File: config.mk
export PLATFORM = sky130hd
export DESIGN_NAME = isb_top
export DESIGN_NICKNAME = d
export VERILOG_FILES = /design/src/hw/isb_pkg.sv /design/src/hw/isb_fifo.sv /design/src/hw/isb_lat_timer.sv /design/src/hw/isb_top.sv
export SDC_FILE = /design/constraint.sdc
export NUM_CORES = 1
export LEC_CHECK = 0
export BUFFER_PORTS_ARGS = -buffer_cell sky130_fd_sc_hd__clkbuf_2
export CORE_ASPECT_RATIO = 1.25
export CORE_MARGIN = 5
export CORE_UTILIZATION = 62
export CTS_CLUSTER_SIZE = 14
export DETAILED_ROUTE_END_ITERATION = 8
export PLACE_DENSITY = 0.8
export SYNTH_ARGS = -nofsm -noshare
export SYNTH_HDL_FRONTEND = slang
export SYNTH_SLANG_ARGS = --single-unit
File: constraint.sdc
create_clock -name SYS_CLK -period 5.7 [get_ports SYS_CLK]
set_clock_uncertainty 0.1 [all_clocks]
set_input_delay 0.855 -clock SYS_CLK [delete_from_list [all_inputs] [get_ports SYS_CLK]]
set_output_delay 0.855 -clock SYS_CLK [all_outputs]
set_load 0.01 [all_outputs]
File: src/hw/isb_pkg.sv
/*
  Shared constants and types of the two-wire slave data bridge.
  Assumes a single 100 MHz system clock and no software-visible registers.
*/
package isb_pkg;

  localparam int unsigned CLK_HZ       = 100_000_000;
  localparam int unsigned LAT_TIME_MS  = 16;
  localparam int unsigned LAT_CYCLES   = (CLK_HZ / 1000) * LAT_TIME_MS;

  localparam int unsigned BUF_WIDTH    = 8;
  localparam int unsigned BUF_DEPTH    = 16;

  localparam logic [2:0]  BIT_LAST     = 3'h7;
  localparam logic [3:0]  TX_BITS      = 4'h8;
  localparam logic [3:0]  MACK_OK      = 4'h1;

  localparam logic [7:0]  GEN_CALL     = 8'h00;
  localparam logic [7:0]  GC_SOFT_RST  = 8'h06;
  localparam logic [7:0]  GC_AVAIL     = 8'h0C;
  localparam logic [7:0]  GC_FLUSH     = 8'h0E;
  localparam logic [4:0]  TEN_BIT_HDR  = 5'h1E;
  localparam logic [7:0]  IDLE_BYTE    = 8'hFF;
  localparam logic [7:0]  AVAIL_SAT    = 8'hFF;

  typedef struct packed {
    logic       ten_bit;
    logic [9:0] addr;
    logic       serial_layer_en;
  } isb_cfg_t;

  localparam isb_cfg_t CFG_RESET = '{ten_bit: 1'b0, addr: 10'h022, serial_layer_en: 1'b0};

  typedef struct packed {
    logic       valid;
    logic [7:0] data;
  } isb_byte_t;

  typedef enum logic [3:0] {
    ST_IDLE,
    ST_ADDR,
    ST_ADDR2,
    ST_WRITE,
    ST_GCMD,
    ST_ACK,
    ST_READ,
    ST_MACK,
    ST_IGNORE
  } isb_state_t;

endpackage

File: src/hw/isb_fifo.sv
/*
  Flip-flop FIFO with valid/ready on both sides and registered flags.
  Assumes a synchronous clear that drops all contents in one cycle.
*/
`timescale 1ns/100ps
module isb_fifo
  import isb_pkg::*;
#(
  parameter int unsigned W = 8,
  parameter int unsigned D = 16
) (
  input  wire logic                   clk,
  input  wire logic                   rst_n,
  input  wire logic                   clr,
  input  wire logic                   wr_valid,
  output logic                        wr_ready,
  input  wire logic [W-1:0]           wr_data,
  output logic                        rd_valid,
  input  wire logic                   rd_ready,
  output logic [W-1:0]                rd_data,
  output logic [$clog2(D):0]          count
);
  localparam int unsigned AW = $clog2(D);

  logic [W-1:0]  mem_q [D];
  logic [AW-1:0] wr_ptr_q;
  logic [AW-1:0] rd_ptr_q;
  logic [AW:0]   count_d;
  logic          do_wr;
  logic          do_rd;

  assign do_wr   = wr_valid && wr_ready;
  assign do_rd   = rd_valid && rd_ready;
  assign rd_data = mem_q[rd_ptr_q];

  always_comb begin
    count_d = count;
    if (do_wr && !do_rd) begin
      count_d = count + (AW+1)'(1);
    end else if (do_rd && !do_wr) begin
      count_d = count - (AW+1)'(1);
    end
    if (clr) begin
      count_d = '0;
    end
  end

  always_ff @(posedge clk) begin
    if (do_wr) begin
      mem_q[wr_ptr_q] <= wr_data;
    end
  end

  // Flags come from flops so that the ready seen by the source is glitch-free.
  always_ff @(posedge clk or negedge rst_n) begin
    if (!rst_n) begin
      wr_ptr_q <= '0;
      rd_ptr_q <= '0;
      count    <= '0;
      wr_ready <= 1'b0;
      rd_valid <= 1'b0;
    end else begin
      if (clr) begin
        wr_ptr_q <= '0;
        rd_ptr_q <= '0;
      end else begin
        if (do_wr) begin
          wr_ptr_q <= wr_ptr_q + AW'(1);
        end
        if (do_rd) begin
          rd_ptr_q <= rd_ptr_q + AW'(1);
        end
      end
      count    <= count_d;
      wr_ready <= count_d != (AW+1)'(D);
      rd_valid <= count_d != '0;
    end
  end
endmodule

File: src/hw/isb_lat_timer.sv
/*
  Latency timer: pulses once when data has waited CYCLES clocks.
  Assumes restart pulses on every new byte and active while data waits.
*/
`timescale 1ns/100ps
module isb_lat_timer
  import isb_pkg::*;
#(
  parameter int unsigned CYCLES = 16
) (
  input  wire logic clk,
  input  wire logic rst_n,
  input  wire logic restart,
  input  wire logic active,
  output logic      expire
);
  logic [31:0] cnt_q;

  always_ff @(posedge clk or negedge rst_n) begin
    if (!rst_n) begin
      cnt_q  <= '0;
      expire <= 1'b0;
    end else begin
      expire <= 1'b0;
      if (restart || !active) begin
        cnt_q <= '0;
      end else if (cnt_q == 32'(CYCLES - 1)) begin
        cnt_q  <= '0;
        expire <= 1'b1;
      end else begin
        cnt_q <= cnt_q + 32'h1;
      end
    end
  end
endmodule

File: src/hw/isb_top.sv
/*
  Two-wire slave data bridge between an external bus master and a USB host
  byte stream, with address decode, general call commands and buffering.
  Assumes SCL and SDA inputs are already synchronous to SYS_CLK and far
  slower than it, and that the host stream follows valid/ready.
*/
`timescale 1ns/100ps
// Functional notes
// - Slave only; SCL is an input and all bit timing follows it.
// - Host bytes enter the outgoing buffer and leave through slave reads.
// - Master-written bytes are stored in arrival order for the host.
// - Incoming bytes go to the host when full or latency timer expires.
// - Slave address comes from the config store, rewritable from the host.
// - Data transfers are accepted only at the configured slave address.
// - Both 7-bit and 10-bit address forms are decoded.
// - 7-bit first byte is address then direction; 1 means read.
// - General call address is acknowledged and its next byte is a command.
// - The standard software reset command is implemented with custom ones.
// - Serial-port settings such as baud rate do not affect transfers.
// - A stored option bit tells the host whether to load the serial layer.
// - That option bit is cleared, serial layer disabled, after reset.
// - A read with an empty outgoing buffer gets no address acknowledge unless a 0x0C count query is pending.
// - Writes are refused at address or data byte when there is no room.
// - Command 0x06 resets and clears buffers; 0x0E flushes both buffers.
// - After command 0x0C the next read returns the saturated byte count.
module isb_top
  import isb_pkg::*;
#(
  parameter int unsigned LATENCY_CYCLES = LAT_CYCLES
) (
  input  wire logic       SYS_CLK,
  input  wire logic       ARST_N,
  input  wire logic       SCL_I,
  input  wire logic       SDA_I,
  output logic            SDA_O,
  output logic            SDA_OE,
  input  wire logic [7:0] HOST_TX_DATA,
  input  wire logic       HOST_TX_VALID,
  output logic            HOST_TX_READY,
  output logic [7:0]      HOST_RX_DATA,
  output logic            HOST_RX_VALID,
  input  wire logic       HOST_RX_READY,
  input  wire logic       CFG_WE,
  input  wire logic       CFG_TEN_BIT,
  input  wire logic [9:0] CFG_ADDR,
  input  wire logic       CFG_SERIAL_EN,
  output logic            SERIAL_LAYER_EN,
  output logic            TX_EMPTY_N,
  output logic            RX_FULL_N
);

  logic        rst_s1_q;
  logic        rst_n;
  isb_cfg_t    cfg_q;
  logic        scl_q;
  logic        scl_p_q;
  logic        sda_q;
  logic        sda_p_q;
  logic        scl_rise;
  logic        scl_fall;
  logic        start_det;
  logic        stop_det;
  isb_state_t  state_q;
  isb_state_t  nxt_q;
  isb_state_t  nxt_d;
  logic [7:0]  shift_q;
  logic [7:0]  byte_in;
  logic [7:0]  tx_sh_q;
  logic [3:0]  cnt_q;
  logic        ack_q;
  logic        ack_d;
  logic        ack_drv_q;
  logic        push_d;
  logic        match10_q;
  logic        query_q;
  logic        flush_q;
  logic        tx_pop_q;
  isb_byte_t   rx_wr_q;
  logic        fwd_q;
  logic        lat_expire;
  logic [7:0]  avail;
  logic [7:0]  load_byte;
  logic        tx_ready;
  logic        tx_valid;
  logic [7:0]  tx_data;
  logic [4:0]  tx_count;
  logic        rx_room;
  logic        rx_valid;
  logic [7:0]  rx_data;
  logic        rx_pop;

  always_ff @(posedge SYS_CLK or negedge ARST_N) begin
    if (!ARST_N) begin
      rst_s1_q <= 1'b0;
      rst_n    <= 1'b0;
    end else begin
      rst_s1_q <= 1'b1;
      rst_n    <= rst_s1_q;
    end
  end

  // The store keeps its value across a bus soft reset, as non-volatile memory would.
  always_ff @(posedge SYS_CLK or negedge rst_n) begin
    if (!rst_n) begin
      cfg_q <= CFG_RESET;
    end else if (CFG_WE) begin
      cfg_q <= '{ten_bit: CFG_TEN_BIT, addr: CFG_ADDR, serial_layer_en: CFG_SERIAL_EN};
    end
  end

  always_ff @(posedge SYS_CLK or negedge rst_n) begin
    if (!rst_n) begin
      SERIAL_LAYER_EN <= 1'b0;
      TX_EMPTY_N      <= 1'b0;
      RX_FULL_N       <= 1'b0;
    end else begin
      SERIAL_LAYER_EN <= cfg_q.serial_layer_en;
      TX_EMPTY_N      <= tx_valid;
      RX_FULL_N       <= rx_room;
    end
  end

  // SCL is only ever sampled, never driven.
  always_ff @(posedge SYS_CLK or negedge rst_n) begin
    if (!rst_n) begin
      scl_q   <= 1'b1;
      scl_p_q <= 1'b1;
      sda_q   <= 1'b1;
      sda_p_q <= 1'b1;
    end else begin
      scl_q   <= SCL_I;
      scl_p_q <= scl_q;
      sda_q   <= SDA_I;
      sda_p_q <= sda_q;
    end
  end

  assign scl_rise  = scl_q && !scl_p_q;
  assign scl_fall  = !scl_q && scl_p_q;
  assign start_det = scl_q && scl_p_q && sda_p_q && !sda_q;
  assign stop_det  = scl_q && scl_p_q && !sda_p_q && sda_q;
  assign byte_in   = {shift_q[6:0], sda_q};
  assign SDA_O     = 1'b0;

  always_comb begin
    logic [15:0] wide;
    wide  = 16'(tx_count);
    avail = (wide >= 16'(AVAIL_SAT)) ? AVAIL_SAT : wide[7:0];
    if (query_q) begin
      load_byte = avail;
    end else if (tx_valid) begin
      load_byte = tx_data;
    end else begin
      load_byte = IDLE_BYTE;
    end
  end

  always_comb begin
    ack_d  = 1'b0;
    nxt_d  = ST_IGNORE;
    push_d = 1'b0;
    case (state_q)
      ST_ADDR: begin
        if (byte_in == GEN_CALL) begin
          ack_d = 1'b1;
          nxt_d = ST_GCMD;
        end else if (cfg_q.ten_bit && byte_in[7:3] == TEN_BIT_HDR
                     && byte_in[2:1] == cfg_q.addr[9:8]) begin
          if (!byte_in[0]) begin
            ack_d = 1'b1;
            nxt_d = ST_ADDR2;
          end else if (match10_q) begin
            ack_d = tx_valid || query_q;
            nxt_d = ST_READ;
          end
        end else if (!cfg_q.ten_bit && byte_in[7:1] == cfg_q.addr[6:0]) begin
          if (byte_in[0]) begin
            ack_d = tx_valid || query_q;
            nxt_d = ST_READ;
          end else begin
            ack_d = rx_room;
            nxt_d = ST_WRITE;
          end
        end
      end
      ST_ADDR2: begin
        if (byte_in == cfg_q.addr[7:0]) begin
          ack_d = rx_room;
          nxt_d = ST_WRITE;
        end
      end
      ST_WRITE: begin
        ack_d  = rx_room;
        push_d = rx_room;
        nxt_d  = ST_WRITE;
      end
      ST_GCMD: begin
        ack_d = 1'b1;
      end
      default: begin
        ack_d = 1'b0;
      end
    endcase
  end

  always_ff @(posedge SYS_CLK or negedge rst_n) begin
    if (!rst_n) begin
      state_q   <= ST_IDLE;
      nxt_q     <= ST_IDLE;
      shift_q   <= '0;
      tx_sh_q   <= '0;
      cnt_q     <= '0;
      ack_q     <= 1'b0;
      ack_drv_q <= 1'b0;
      SDA_OE    <= 1'b0;
      match10_q <= 1'b0;
      query_q   <= 1'b0;
      flush_q   <= 1'b0;
      tx_pop_q  <= 1'b0;
      rx_wr_q   <= '0;
    end else begin
      flush_q       <= 1'b0;
      tx_pop_q      <= 1'b0;
      rx_wr_q.valid <= 1'b0;
      if (start_det) begin
        state_q   <= ST_ADDR;
        cnt_q     <= '0;
        ack_drv_q <= 1'b0;
        SDA_OE    <= 1'b0;
      end else if (stop_det) begin
        state_q   <= ST_IDLE;
        match10_q <= 1'b0;
        ack_drv_q <= 1'b0;
        SDA_OE    <= 1'b0;
      end else begin
        case (state_q)
          ST_ADDR, ST_ADDR2, ST_WRITE, ST_GCMD: begin
            if (scl_rise) begin
              shift_q <= byte_in;
              cnt_q   <= cnt_q + 4'h1;
              if (cnt_q[2:0] == BIT_LAST) begin
                cnt_q   <= '0;
                ack_q   <= ack_d;
                nxt_q   <= nxt_d;
                state_q <= ST_ACK;
                if (state_q == ST_ADDR2 && nxt_d == ST_WRITE) begin
                  match10_q <= 1'b1;
                end
                if (push_d) begin
                  rx_wr_q <= '{valid: 1'b1, data: byte_in};
                end
                if (state_q == ST_GCMD) begin
                  if (byte_in == GC_SOFT_RST) begin
                    flush_q   <= 1'b1;
                    query_q   <= 1'b0;
                    match10_q <= 1'b0;
                  end else if (byte_in == GC_FLUSH) begin
                    flush_q <= 1'b1;
                  end else if (byte_in == GC_AVAIL) begin
                    query_q <= 1'b1;
                  end
                end
              end
            end
          end
          ST_ACK: begin
            if (scl_fall) begin
              if (!ack_drv_q) begin
                SDA_OE    <= ack_q;
                ack_drv_q <= 1'b1;
              end else begin
                ack_drv_q <= 1'b0;
                if (!ack_q) begin
                  SDA_OE  <= 1'b0;
                  state_q <= ST_IGNORE;
                end else if (nxt_q == ST_READ) begin
                  SDA_OE   <= !load_byte[7];
                  tx_sh_q  <= {load_byte[6:0], 1'b0};
                  tx_pop_q <= tx_valid && !query_q;
                  query_q  <= 1'b0;
                  cnt_q    <= 4'h1;
                  state_q  <= ST_READ;
                end else begin
                  SDA_OE  <= 1'b0;
                  state_q <= nxt_q;
                end
              end
            end
          end
          ST_READ: begin
            if (scl_fall) begin
              if (cnt_q == TX_BITS) begin
                SDA_OE  <= 1'b0;
                cnt_q   <= '0;
                state_q <= ST_MACK;
              end else begin
                SDA_OE  <= !tx_sh_q[7];
                tx_sh_q <= {tx_sh_q[6:0], 1'b0};
                cnt_q   <= cnt_q + 4'h1;
              end
            end
          end
          ST_MACK: begin
            if (scl_rise) begin
              if (sda_q) begin
                state_q <= ST_IGNORE;
              end else begin
                cnt_q <= MACK_OK;
              end
            end else if (scl_fall && cnt_q == MACK_OK) begin
              SDA_OE   <= !load_byte[7];
              tx_sh_q  <= {load_byte[6:0], 1'b0};
              tx_pop_q <= tx_valid && !query_q;
              query_q  <= 1'b0;
              state_q  <= ST_READ;
            end
          end
          default: begin
            SDA_OE <= 1'b0;
          end
        endcase
      end
    end
  end

  // Host bytes arrive as a plain stream; line settings never reach this block.
  isb_fifo #(
    .W(BUF_WIDTH),
    .D(BUF_DEPTH)
  ) u_tx_fifo (
    .clk      (SYS_CLK),
    .rst_n    (rst_n),
    .clr      (flush_q),
    .wr_valid (HOST_TX_VALID),
    .wr_ready (tx_ready),
    .wr_data  (HOST_TX_DATA),
    .rd_valid (tx_valid),
    .rd_ready (tx_pop_q),
    .rd_data  (tx_data),
    .count    (tx_count)
  );

  assign HOST_TX_READY = tx_ready;

  isb_fifo #(
    .W(BUF_WIDTH),
    .D(BUF_DEPTH)
  ) u_rx_fifo (
    .clk      (SYS_CLK),
    .rst_n    (rst_n),
    .clr      (flush_q),
    .wr_valid (rx_wr_q.valid),
    .wr_ready (rx_room),
    .wr_data  (rx_wr_q.data),
    .rd_valid (rx_valid),
    .rd_ready (rx_pop),
    .rd_data  (rx_data),
    .count    ()
  );

  isb_lat_timer #(
    .CYCLES(LATENCY_CYCLES)
  ) u_lat_timer (
    .clk     (SYS_CLK),
    .rst_n   (rst_n),
    .restart (rx_wr_q.valid),
    .active  (rx_valid && !fwd_q),
    .expire  (lat_expire)
  );

  // Forwarding drains the whole buffer once started, so the host sees bursts.
  always_ff @(posedge SYS_CLK or negedge rst_n) begin
    if (!rst_n) begin
      fwd_q <= 1'b0;
    end else if (flush_q) begin
      fwd_q <= 1'b0;
    end else if (!rx_room || lat_expire) begin
      fwd_q <= 1'b1;
    end else if (!rx_valid) begin
      fwd_q <= 1'b0;
    end
  end

  assign rx_pop = fwd_q && rx_valid && (!HOST_RX_VALID || HOST_RX_READY) && !flush_q;

  always_ff @(posedge SYS_CLK or negedge rst_n) begin
    if (!rst_n) begin
      HOST_RX_VALID <= 1'b0;
      HOST_RX_DATA  <= '0;
    end else if (flush_q) begin
      HOST_RX_VALID <= 1'b0;
    end else if (rx_pop) begin
      HOST_RX_VALID <= 1'b1;
      HOST_RX_DATA  <= rx_data;
    end else if (HOST_RX_READY) begin
      HOST_RX_VALID <= 1'b0;
    end
  end

endmodule

==> results of run 1 <==
[per-stage QoR]
| step | instance area [um2] | util, % | setup WS (ns) | instances | hold slack, ns |
|---|---|---|---|---|---|
| finish | 18670 | 69.38 | 2.849 | 1540 | 0.1545 |
| global route | 18670 | 69.38 | 2.739 | 1540 | 0.2010 |
| CTS | 18670 | 69.38 | 2.906 | 1540 | 0.1720 |
| detailed placement | 17420 | 64.74 | 2.683 | 1470 | 0.1761 |
| global placement | 17420 | 64.74 | 2.787 | 1470 | 0.1757 |
| floorplan | 16990 | - | 1.541 | 1130 | 0.2312 |
[power by group through the flow]
| stage | Clock (mW) | Sequential (mW) | Combinational [mW] |
|---|---|---|---|
| after CTS | 2.54 | 3.66 | 1.39 |
| after global routing | 2.66 | 3.70 | 1.54 |
| final | 2.50 | 3.66 | 1.38 |
| after floorplan | 0 | 3.54 | 1.19 |
| after global placement | 0 | 3.70 | 1.35 |
| after detailed placement | 0 | 3.71 | 1.39 |
[path summary, 6_finish.rpt]
check,to,slack [ns]
max,rx_wr_q[2]$_DFFE_PN0P_,2.85
min reg2reg,u_lat_timer.cnt_q[22]$_DFF_PN0_,0.15
min,u_lat_timer.cnt_q[22]$_DFF_PN0_,0.15
max in group asynchronous,shift_q[6]$_DFFE_PN0P_,3.97
min in group SYS_CLK,rst_n$_DFF_PN0_,0.25
max reg2reg,rx_wr_q[2]$_DFFE_PN0P_,2.85
[sequential cells by signal (all words and copies together), names as in the netlist, 4 cells and up]
name / count
u_rx_fifo.mem_q: 128
u_tx_fifo.mem_q: 128
u_lat_timer.cnt_q: 32
cfg_q: 12
rx_wr_q: 9
HOST_RX_DATA: 8
shift_q: 7
tx_sh_q: 7
u_rx_fifo.count: 5
u_tx_fifo.count: 5
cnt_q: 4
nxt_q: 4
state_q: 4
u_rx_fifo.rd_ptr_q: 4
u_rx_fifo.wr_ptr_q: 4
u_tx_fifo.rd_ptr_q: 4
u_tx_fifo.wr_ptr_q: 4
[what timing repair did]
action / CTS / global route
endpoints found under the hold margin: 2 / 0
setup endpoints to repair: 0 / 0
hold buffers: 1 / 0
setup buffers: 0 / 0
[metal layers]
layer	share of wire, %	vias up
met1	38	4717
met4	3.5	0
met3	5.5	94
li1	-	4330
met2	53	312
met5	0	-
[logic make-up after synthesis]
family                     Yosys count
xor gates and xnor gates            70
AOI/OAI and AO/OA                  104
and+or+nand+nor                    336
other                                2
muxes                              129
DFF                                392
adders and majority gates           20
buffers and inverters               77
[worst max-delay path, stage by stage (launching register included)]
cell and delay [ns]:
dfrtp_1 0.79, or2_2 0.25, o211ai_2 0.11, nor2_4 0.29, nand2_4 0.13, nor4_4 0.63, mux2_2 0.41
[Yosys cell counts, drive strengths merged (4+ instances only)]
library cell	count
xor2	37
mux4	70
nand2	80
nor3b	5
a21oi	25
nand3b	8
nor2	89
dfstp	6
o22ai	4
a32o	5
ha	19
inv	24
nand4	19
xnor2	33
mux2	41
a31oi	9
o21ai	19
dfrtp	130
o211ai	12
clkbuf	21
a2111oi	5
nor3	8
or3	5
nor2b	12
and2	36
edfxtp	256
nor4	10
buf	32
and3	17
mux2i	18
nand3	30
[final cells by class]
cell class	instances	area [um2]	area share, %
well taps	345	431.7	2.312
repair buffers	49	270.3	1.448
clock inverters	17	192.7	1.032
multi-input cells	661	5535	29.65
inverters	24	90.09	0.4825
clock buffers	52	1046	5.602
flip-flops and latches	392	11100	59.48
==> results.txt, run 1 <==
----------------------------------------------------
[Cells and area]
  Number of nets in the layout ... 1212
  Antenna Cells ... 0
  Commonest cells after routing, fill and taps aside ... edfxtp_1 (256), dfrtp_1 (127), nor2_1 (88), nand2_1 (79), mux4_2 (70)
  Most common cell after layout, fill and taps aside ... edfxtp_1
  Fraction of final layout cells with drive strength greater than 1 ... 19.41%
  Number of filler instances in the final layout ... 1729
  Layout overhead on the synthesized area ... 9.906%

[Route]
  Total via count after detailed routing ... 9453
  Via/cell ratio ... 6.138
  Detailed router's first-iteration violation count ... 763
  Number of antenna-violating nets in the routed design ... 0
  Routed length per instance ... 22.00 um
  Total Wirelength ... 33890 um
  Number of design rule violations left after detail routing ... 0
  Number of detailed-routing iterations run before antenna repair ... 5

[Pwr]
  Seq pwr share ... 48.6%
  Standby leakage power ... 6.707 nW
  Worst-case vdd ir drop ... 0.2972 mV
  Net Switching ... 2.113 mW
  Cell-internal power ... 5.426 mW
  Final Power ... 7.539 mW
  Clock share of power ... 33.1%
  Sw Ratio ... 28.03%
  Share of power burned in combinational logic ... 18.3%
  Power density of the placed cells ... 403.8 nW/um2

[Logic synthesis]
  Number of synthesized flops with an enable pin ... 256
  Sequential cell area fraction in the yosys report ... 65.33%
  Synth Flop Type ... edfxtp_1
  Area leader, netlist ... edfxtp_1
  #FFs+latches synth ... 392
  Cells taking the most area after synthesis ... edfxtp_1 (45%), dfrtp_1 (19%), mux4_2 (9.3%)
  Share of cell area taken by muxes after synthesis ... 13.06%
  Area share of the largest cell type after synthesis ... 45.25%
  Adder-cell share of the synthesized area ... 1.458%
  Area fraction in and, or, nand and nor cells after synthesis ... 10.27%
  Area of the mapped netlist ... 16990 um2
  Syn Nets ... 1176
  Main combinational cell family by area after synthesis ... multiplexers
  Post-Syn Instances ... 1130
  Number of distinct library cell variants in the gate-level netlist after synthesis ... 70
  Total of warnings raised by yosys ... 0
  Synth Area in Compound Gates ... 4.147%
  Synth Area per Inst ... 15.03 um2
  Post-synthesis async set-or-reset flop share ... 34.69%
  Synthesized-area fraction occupied by xor and xnor cells ... 3.609%

[Timing]
  Worst Max-Slew Pin Slew ... 1.235 ns
  Clock period minus worst slack ... 2.851 ns
  Setup Viol. Count Final ... 0
  Final TNS setup ... 0 ns
  Achievable frequency ... 0.3508 GHz
  Part of the cycle the worst path needs ... 50.01%
  Unrepaired setup endpoints after global routing ... false
  Pins over their slew limit ... 0
  Normalized max-slew margin ... 17.43%
  Number of failing hold endpoints at the final stage ... 0

[Global routing]
  Met3 GRT Util ... 3.299%
  Wire length of the first global-routing pass ... 54070 um
  GRT busiest layer ... met2
  GRT Util Overall ... 22.68%
  Met2 track demand over resource ... 39.03%
  Via count of the first global-routing pass ... 9664
  Largest net degree at the start of global routing ... 77
  Antenna violations before repair ... 0
  Met1 Usage GRT ... 29.66%
  Overflow left after global routing ... 0

[Clock tree]
  # clock sinks ... 392
  Worst-path clk slew ... 0.06 ns
  Post-cts sizing count ... 0
  CTS root buf ... clkbuf_16
  Clock Path Buffers ... 3
  CTS tree ... done
  Worst-Skew Late Latency ... 0.52 ns
  Number of H-tree levels ... 2
  Number of CTS-inserted buffers ... 38

[Place]
  Final weighted congestion in routability-driven placement ... 0.8920
  Port Buf Inserts ... 40
  Detailed-placement wirelength estimate ... 21590 um

[Critical path]
  Endpoint type of the worst setup path ... flop
  Nature of the critical path startpoint ... flop
  Required time reported for the critical path endpoint ... 6.00 ns
  Critical path class ... reg2reg
  CP Data Arrival Time ... 3.15 ns
  Reg2reg path depth ... 6
  Maximum fanout encountered on the critical timing path ... 24
  Launching element of the worst setup path ... state_q[0]$_DFFE_PN0P_
  RR Startpoint ... state_q[0]$_DFFE_PN0P_

[Floorplanning]
  Placement Rows ... 67
  DIE WIDTH ... 158.1 um
  # IOs ... 42
  Placeable core region ... 26910 um2
  Total Die Area ... 30830 um2
  Die height ... 195.1 um
  Starting utilization of the core area ... 63.13%

[Run]
  Number of violations of the max-capacitance limit ... 0

[Hold path]
  Tightest Hold Check Type ... reg2async

[Outcome]
  Status ... complete, no violations

----------------------------------------------------
No activity file was read; power rests on OpenSTA's default activity.
==> run 2: changes to the inputs <==
--- a/config.mk
+++ b/config.mk
@@ -8,10 +8,10 @@
 export BUFFER_PORTS_ARGS = -buffer_cell sky130_fd_sc_hd__clkbuf_2
 export CORE_ASPECT_RATIO = 1.25
 export CORE_MARGIN = 5
-export CORE_UTILIZATION = 62
+export CORE_UTILIZATION = 56
 export CTS_CLUSTER_SIZE = 14
 export DETAILED_ROUTE_END_ITERATION = 8
-export PLACE_DENSITY = 0.8
+export PLACE_DENSITY = 0.76
 export SYNTH_ARGS = -nofsm -noshare
 export SYNTH_HDL_FRONTEND = slang
 export SYNTH_SLANG_ARGS = --single-unit
==> constraint.sdc (replaced) <==
create_clock -name SYS_CLK -period 2.5 [get_ports SYS_CLK]
set_clock_uncertainty 0.1 [all_clocks]
set_input_delay 0.375 -clock SYS_CLK [delete_from_list [all_inputs] [get_ports SYS_CLK]]
set_output_delay 0.375 -clock SYS_CLK [all_outputs]
set_load 0.01 [all_outputs]
==> run 2 against run 1 <==
Against the previous run:
- final area up 3.1%
- via count up 3.0%
- cell count up 6.7%
- core utilization down 5.3 points
- global-route usage down 1.8 points
- worst setup slack worse by 2.7 ns
- sequential power up 130%
- critical endpoint is now state_q[1]$_DFFE_PN0P_
- clock-buffer cell count unchanged
- critical path depth unchanged
==> results.txt, run 2 (synthesis gave the netlist of run 1 again) <==
----------------------------------------------------
[Timing]
  Part of the cycle the worst path needs ... 94.06% (+44 points)
  Number of failing hold endpoints at the final stage ... 0 (unchanged)
  Normalized max-slew margin ... 45.85% (+28 points)
  Pins over their slew limit ... 0 (unchanged)
  Worst Slack Setup Final ... 0.1486 ns (-2.701 ns)
  Achievable frequency ... 0.4253 GHz (+21%)
  Final TNS setup ... 0 ns (unchanged)
  Setup Viol. Count Final ... 0 (unchanged)
  Clock period minus worst slack ... 2.351 ns (-0.4992 ns)
  Unrepaired setup endpoints after global routing ... false
  Final hold slack ... 0.01400 ns (-0.1405 ns)
  Worst Max-Slew Pin Slew ... 0.8122 ns (-0.4226 ns)

[Critical path]
  CP Data Arrival Time ... 2.65 ns (-0.50 ns)
  Nature of the critical path startpoint ... flop
  Endpoint type of the worst setup path ... flop
  Required time reported for the critical path endpoint ... 2.80 ns (-3.20 ns)
  Critical path class ... reg2reg
  Maximum fanout encountered on the critical timing path ... 10 (-58%)

[Route]
  Detailed router's first-iteration violation count ... 797 (+4.5%)
  Total Wirelength ... 34760 um (+2.6%)
  Number of detailed-routing iterations run before antenna repair ... 5 (unchanged)
  Number of design rule violations left after detail routing ... 0 (unchanged)
  Total via count after detailed routing ... 9736 (+3.0%)
  Via/cell ratio ... 5.926 (-3.5%)
  Number of antenna-violating nets in the routed design ... 0 (unchanged)
  Routed length per instance ... 21.15 um (-3.9%)

[Hold path]
  Tightest Hold Check Type ... in2reg

[Place]
  Detailed-placement wirelength estimate ... 22990 um (+6.5%)
  Pre-CTS setup slack ... 0.1640 ns (-2.519 ns)
  Placed insts ... 1558 (+6.0%)
  Port Buf Inserts ... 40 (unchanged)
  Final weighted congestion in routability-driven placement ... 0.8670 (-2.8%)
  Dpl cell area ... 17820 um2 (+2.3%)

[Cells and area]
  Fraction of final layout cells with drive strength greater than 1 ... 21.42% (+2.0 points)
  Post-route design area ... 19240 um2 (+3.1%)
  Commonest cells after routing, fill and taps aside ... edfxtp_1 (256), dfrtp_1 (127), nor2_1 (88), nand2_1 (79), mux4_2 (70)
  Final core area utilization ... 64.08% (-5.3 points)
  Layout overhead on the synthesized area ... 13.27%
  Registers with the highest flip-flop counts ... u_rx_fifo.mem_q: 128 flops, u_tx_fifo.mem_q: 128 flops, u_lat_timer.cnt_q: 32 flops
  Layout Cells excl Fill ... 1643 (+6.7%)
  Antenna Cells ... 0 (unchanged)
  Most common cell after layout, fill and taps aside ... edfxtp_1
  Number of nets in the layout ... 1258 (+3.8%)

[Global routing]
  Antenna violations before repair ... 0 (unchanged)
  Overflow left after global routing ... 0 (unchanged)
  Via count of the first global-routing pass ... 10.33k (+6.9%)
  Wire length of the first global-routing pass ... 56390 um (+4.3%)
  GRT Util Overall ... 20.84% (-1.8 points)
  Largest net degree at the start of global routing ... 57 (-26%)

[Pwr]
  Seq pwr share ... 46.6% (-2.0 points)
  Standby leakage power ... 6.969 nW (+3.9%)
  Clock share of power ... 32.9% (-0.2 points)
  Power density of the placed cells ... 919.4 nW/um2 (+130%)
  Share of power burned in combinational logic ... 20.6% (+2.3 points)
  Sw Ratio ... 28.22% (+0.19 points)
  Net Switching ... 4.991 mW (+140%)
  Worst-case vdd ir drop ... 0.8348 mV (+180%)
  Final Power ... 17.69 mW (+130%)
  Cell-internal power ... 12.70 mW (+130%)

[Clock tree]
  Clock Path Buffers ... 3 (unchanged)
  # clock sinks ... 392 (unchanged)
  Post-CTS setup buffers ... 0 (unchanged)
  CTS tree ... done
  CTS root buf ... clkbuf_16
  Number of CTS-inserted buffers ... 39 (+2.6%)
  Number of H-tree levels ... 2 (unchanged)
  Worst-Skew Late Latency ... 0.52 ns (about the same)
  Worst-path clk slew ... 0.06 ns (about the same)

[Floorplanning]
  Die height ... 204.7 um (+5.0%)
  Placement Rows ... 71 (+6.0%)
  Placeable core region ... 30030 um2 (+12%)
  DIE WIDTH ... 165.8 um (+4.9%)
  Total Die Area ... 33940 um2 (+10%)
  # IOs ... 42 (unchanged)
  Starting utilization of the core area ... 56.58% (-6.6 points)

[Run]
  Number of violations of the max-capacitance limit ... 0 (unchanged)

[Outcome]
  Status ... complete, no violations

----------------------------------------------------
==> run 2: cell count changes in the layout (fill, tap and decap cells not counted), moves of 2 or more <==
cell,previous run,this run
clkinv_1,3,6
buf_4,8,33
clkbuf_1,12,10
clkinvlp_4,1,3
dlygate4sd3_1,1,14
buf_12,0,7
==> run 2: final timing paths <==
path | from | slack [ns] | to | cells after the start
setup / recovery | scl_q$_DFF_PN1_ | 0.15 | state_q[1]$_DFFE_PN0P_ | 6
hold / removal | CFG_SERIAL_EN | 0.01 | cfg_q[0]$_DFFE_PN0P_ | 2
setup reg to reg | scl_q$_DFF_PN1_ | 0.15 | state_q[1]$_DFFE_PN0P_ | 6
hold reg to reg | rst_n$_DFF_PN0_ | 0.22 | u_lat_timer.cnt_q[18]$_DFF_PN0_ | 0
max in group asynchronous | rst_n$_DFF_PN0_ | 1.31 | sda_p_q$_DFF_PN1_ | 1
min in group asynchronous | ARST_N | 0.08 | rst_s1_q$_DFF_PN0_ | 2
==> run 2: timing repair <==
| item | in CTS | in global routing |
|---|---|---|
| hold buffers | 14 | 0 |
| setup endpoints to repair | 0 | 5 |
| endpoints found under the hold margin | 15 | 0 |
| gates resized for setup | 0 | 1 |
==> run 2: power groups by stage <==
stage | clock network, mW | logic (mW) | registers (mW)
finish | 5.81 | 3.64 | 8.24
global route | 6.21 | 4.00 | 8.32
CTS | 5.91 | 3.65 | 8.23
detailed placement | 0 | 3.60 | 8.35
global placement | 0 | 3.51 | 8.31
floorplan | 0 | 2.72 | 8.06
==> run 2: cell type report <==
class | instances | area (um2)
repair buffers | 94 | 728.2
well taps | 401 | 501.7
inverters | 24 | 90.09
flip-flops and latches | 392 | 11100
fillers | 2184 | 10790
clock inverters | 19 | 198.9
clock buffers | 52 | 1077
multi-input cells | 661 | 5540
==> run 2: routing by layer <==
metal	GRT usage [%]	part of all wire [%]	vias up
met3	2.972	4.4	89
li1	-	-	4417
met1	24.99	38	4953
met5	0	0	-
met4	7.987	3.9	0
met2	38.28	54	277
==> run 2: worst max-delay path, stage by stage (launching register included) <==
cell and delay [ns]:
dfstp_2 0.62, nor2b_1 0.34, a211oi_1 0.09, a311o_1 0.34
nor3_2 0.23, o21ai_1 0.15, a221o_1 0.37
==> run 3: changes to the inputs <==
--- a/config.mk
+++ b/config.mk
@@ -8,10 +8,10 @@
 export BUFFER_PORTS_ARGS = -buffer_cell sky130_fd_sc_hd__clkbuf_2
 export CORE_ASPECT_RATIO = 1.25
 export CORE_MARGIN = 5
-export CORE_UTILIZATION = 56
+export CORE_UTILIZATION = 45
 export CTS_CLUSTER_SIZE = 14
 export DETAILED_ROUTE_END_ITERATION = 8
-export PLACE_DENSITY = 0.76
+export PLACE_DENSITY = 0.65
 export SYNTH_ARGS = -nofsm -noshare
 export SYNTH_HDL_FRONTEND = slang
 export SYNTH_SLANG_ARGS = --single-unit
==> run 3 against run 2 <==
Against the previous run:
- critical path depth fell by 2
- worst hold slack improved by 0.041 ns
- die area rose by 23%
- first-iteration DRC count fell by 27%
- worst setup slack improved by 0.038 ns
- sequential cell count did not move
- routed wire length fell by 1.2%
- largest power group unchanged
==> results.txt, run 3 (synthesis gave the netlist of run 1 again) <==
----------------------------------------------------
[Outcome]
  Status ... complete, no violations

[Critical path]
  RR Startpoint ... u_rx_fifo.rd_ptr_q[0]$_DFFE_PN0P_
  Maximum fanout encountered on the critical timing path ... 11 (+1)
  Reg2reg path depth ... 4 (-2)
  Critical R2R Capture ... HOST_RX_DATA[4]$_DFFE_PN0P_
  Nature of the critical path startpoint ... flop
  Required time reported for the critical path endpoint ... 2.81 ns (about the same)
  Endpoint type of the worst setup path ... flop
  Critical path class ... reg2reg
  CP Data Arrival Time ... 2.63 ns (-0.02 ns)
  Reg2reg setup slack ... 0.19 ns (+0.04 ns)

[Cells and area]
  Number of nets in the layout ... 1263 (+0.40%)
  Area occupied by multi-input gates ... 5545 um2 (about the same)
  Layout overhead on the synthesized area ... 14.70%
  Most common cell after layout, fill and taps aside ... edfxtp_1
  Commonest cells after routing, fill and taps aside ... edfxtp_1 (256), dfrtp_1 (126), nor2_1 (88), nand2_1 (79), mux4_2 (70)
  Antenna Cells ... 0 (unchanged)
  FF/Latch Area ... 11110 um2 (about the same)
  Layout Cells excl Fill ... 1736 (+5.7%)
  Post-route design area ... 19480 um2 (+1.3%)
  Registers with the highest flip-flop counts ... u_rx_fifo.mem_q: 128 flops, u_tx_fifo.mem_q: 128 flops, u_lat_timer.cnt_q: 32 flops
  Fraction of final layout cells with drive strength greater than 1 ... 22.64% (+1.2 points)
  Number of filler instances in the final layout ... 3027 (+39%)

[Clock tree]
  # clock sinks ... 392 (unchanged)
  CTS tree ... done
  Clock Path Buffers ... 3 (unchanged)
  Post-CTS setup buffers ... 0 (unchanged)
  Worst-path clk slew ... 0.06 ns (about the same)
  CTS root buf ... clkbuf_16
  Number of CTS-inserted buffers ... 41 (+5.1%)
  Worst-Skew Late Latency ... 0.54 ns (+0.02 ns)
  Number of H-tree levels ... 2 (unchanged)

[Global routing]
  Via count of the first global-routing pass ... 10.02k (-3.0%)
  Antenna violations before repair ... 0 (unchanged)
  Wire length of the first global-routing pass ... 55810 um (-1.0%)
  Overflow left after global routing ... 0 (unchanged)
  GRT Util Overall ... 17.02% (-3.8 points)
  Largest net degree at the start of global routing ... 71 (+25%)

[Pwr]
  Net Switching ... 5.047 mW (+1.1%)
  Worst-case vdd ir drop ... 0.6670 mV (-20%)
  Sw Ratio ... 28.01% (-0.21 points)
  Share of power burned in combinational logic ... 19.6% (-1.0 points)
  Seq pwr share ... 46.1% (-0.5 points)
  Clock share of power ... 34.4% (+1.5 points)
  Standby leakage power ... 7.043 nW (+1.1%)
  Cell-internal power ... 12.97 mW (+2.2%)
  Power density of the placed cells ... 924.8 nW/um2 (+0.59%)

[Floorplanning]
  Starting utilization of the core area ... 45.59% (-11 points)
  Die height ... 227.2 um (+11%)
  # IOs ... 42 (unchanged)
  Placeable core region ... 37260 um2 (+24%)
  DIE WIDTH ... 183.8 um (+11%)
  Placement Rows ... 79 (+11%)
  Total Die Area ... 41760 um2 (+23%)

[Timing]
  Clock period minus worst slack ... 2.314 ns (-0.03785 ns)
  Final hold slack ... 0.05466 ns (+0.04066 ns)
  Worst Max-Slew Pin Slew ... 0.6375 ns (-0.1747 ns)
  Number of failing hold endpoints at the final stage ... 0 (unchanged)
  Achievable frequency ... 0.4322 GHz (+1.6%)
  Setup Viol. Count Final ... 0 (unchanged)
  Part of the cycle the worst path needs ... 92.54% (-1.5 points)
  Unrepaired setup endpoints after global routing ... false
  Pins over their slew limit ... 0 (unchanged)
  Normalized max-slew margin ... 56.40% (+11 points)
  Final TNS setup ... 0 ns (unchanged)

[Route]
  Number of design rule violations left after detail routing ... 0 (unchanged)
  Total via count after detailed routing ... 9543 (-2.0%)
  Number of detailed-routing iterations run before antenna repair ... 5 (unchanged)
  Routed length per instance ... 19.78 um (-6.5%)
  Number of antenna-violating nets in the routed design ... 0 (unchanged)
  Via/cell ratio ... 5.497 (-7.2%)
  Detailed router's first-iteration violation count ... 581 (-27%)
  Total Wirelength ... 34340 um (-1.2%)

[Run]
  Number of violations of the max-capacitance limit ... 0 (unchanged)

[Place]
  Port Buf Inserts ... 40 (unchanged)
  Final weighted congestion in routability-driven placement ... 0.8904 (+2.7%)
  Dpl cell area ... 17930 um2 (+0.64%)
  Detailed-placement wirelength estimate ... 23320 um (+1.4%)
  Placed insts ... 1645 (+5.6%)

[Hold path]
  Tightest Hold Check Type ... reg2async

----------------------------------------------------
-- run 3: what timing repair did --
action                                  4_1_cts  5_1_grt
endpoints found under the setup margin        0        5
hold buffers                                 15        0
endpoints found under the hold margin        16        0
gates resized for setup                       0        2
-- run 3: routing by layer --
metal / track usage (%) / up-vias / share of wire (%) / wire (um)
met5: 0 / - / 0 / 0
met2: 31.43 / 175 / 54 / 18490
li1: - / 4454 / - / -
met1: 20.70 / 4850 / 40 / 13840
met4: 5.082 / 0 / 2.5 / 845
met3: 2.557 / 64 / 3.4 / 1166
-- run 3: worst max path at each step --
stage,cells after the start,from,slack [ns],endpoint
after detailed placement,8,cnt_q[1]$_DFFE_PN0P_,0.16,state_q[1]$_DFFE_PN0P_
after global placement,4,u_rx_fifo.rd_ptr_q[0]$_DFFE_PN0P_,0.22,HOST_RX_DATA[4]$_DFFE_PN0P_
after CTS,8,cnt_q[1]$_DFFE_PN0P_,0.14,state_q[1]$_DFFE_PN0P_
final,4,u_rx_fifo.rd_ptr_q[0]$_DFFE_PN0P_,0.19,HOST_RX_DATA[4]$_DFFE_PN0P_
after floorplan,0,rst_n$_DFF_PN0_,0.14,HOST_RX_DATA[0]$_DFFE_PN0P_
after global routing,6,state_q[0]$_DFFE_PN0P_,0.05,state_q[1]$_DFFE_PN0P_
-- run 3: worst max-delay path, cell delays in order, from the launching register on --
cell and delay [ns]:
dfrtp_2 0.57, buf_4 0.27, mux4_2 0.51, mux4_2 0.47
mux2_2 0.27
-- run 3: per-stage QoR --
step / util, % / setup slack, ns / power [mW]
after floorplan: - / 0.1446 / 10.78
after global placement: 48.12 / 0.2174 / 11.89
after detailed placement: 48.12 / 0.1608 / 11.96
after CTS: 52.27 / 0.1413 / 18.23
after global routing: 52.29 / 0.05241 / 18.93
final: 52.29 / 0.1865 / 18.02
-- run 3: final cells by class --
class / count / share of cell area, %
Tap cell: 486 / 3.121
Sequential cell: 392 / 57.00
Multi-Input combinational cell: 661 / 28.46
Clock buffer: 53 / 5.978
Timing Repair Buffer: 97 / 3.801
Inverter: 24 / 0.4623
Clock inverter: 23 / 1.182
-- run 3: power by group through the flow --
| stage | registers [mW] | clock network, mW | logic [mW] |
|---|---|---|---|
| global placement | 8.41 | 0 | 3.48 |
| floorplan | 8.06 | 0 | 2.72 |
| detailed placement | 8.42 | 0 | 3.54 |
| CTS | 8.31 | 6.34 | 3.58 |
| finish | 8.30 | 6.20 | 3.52 |
| global route | 8.40 | 6.60 | 3.93 |
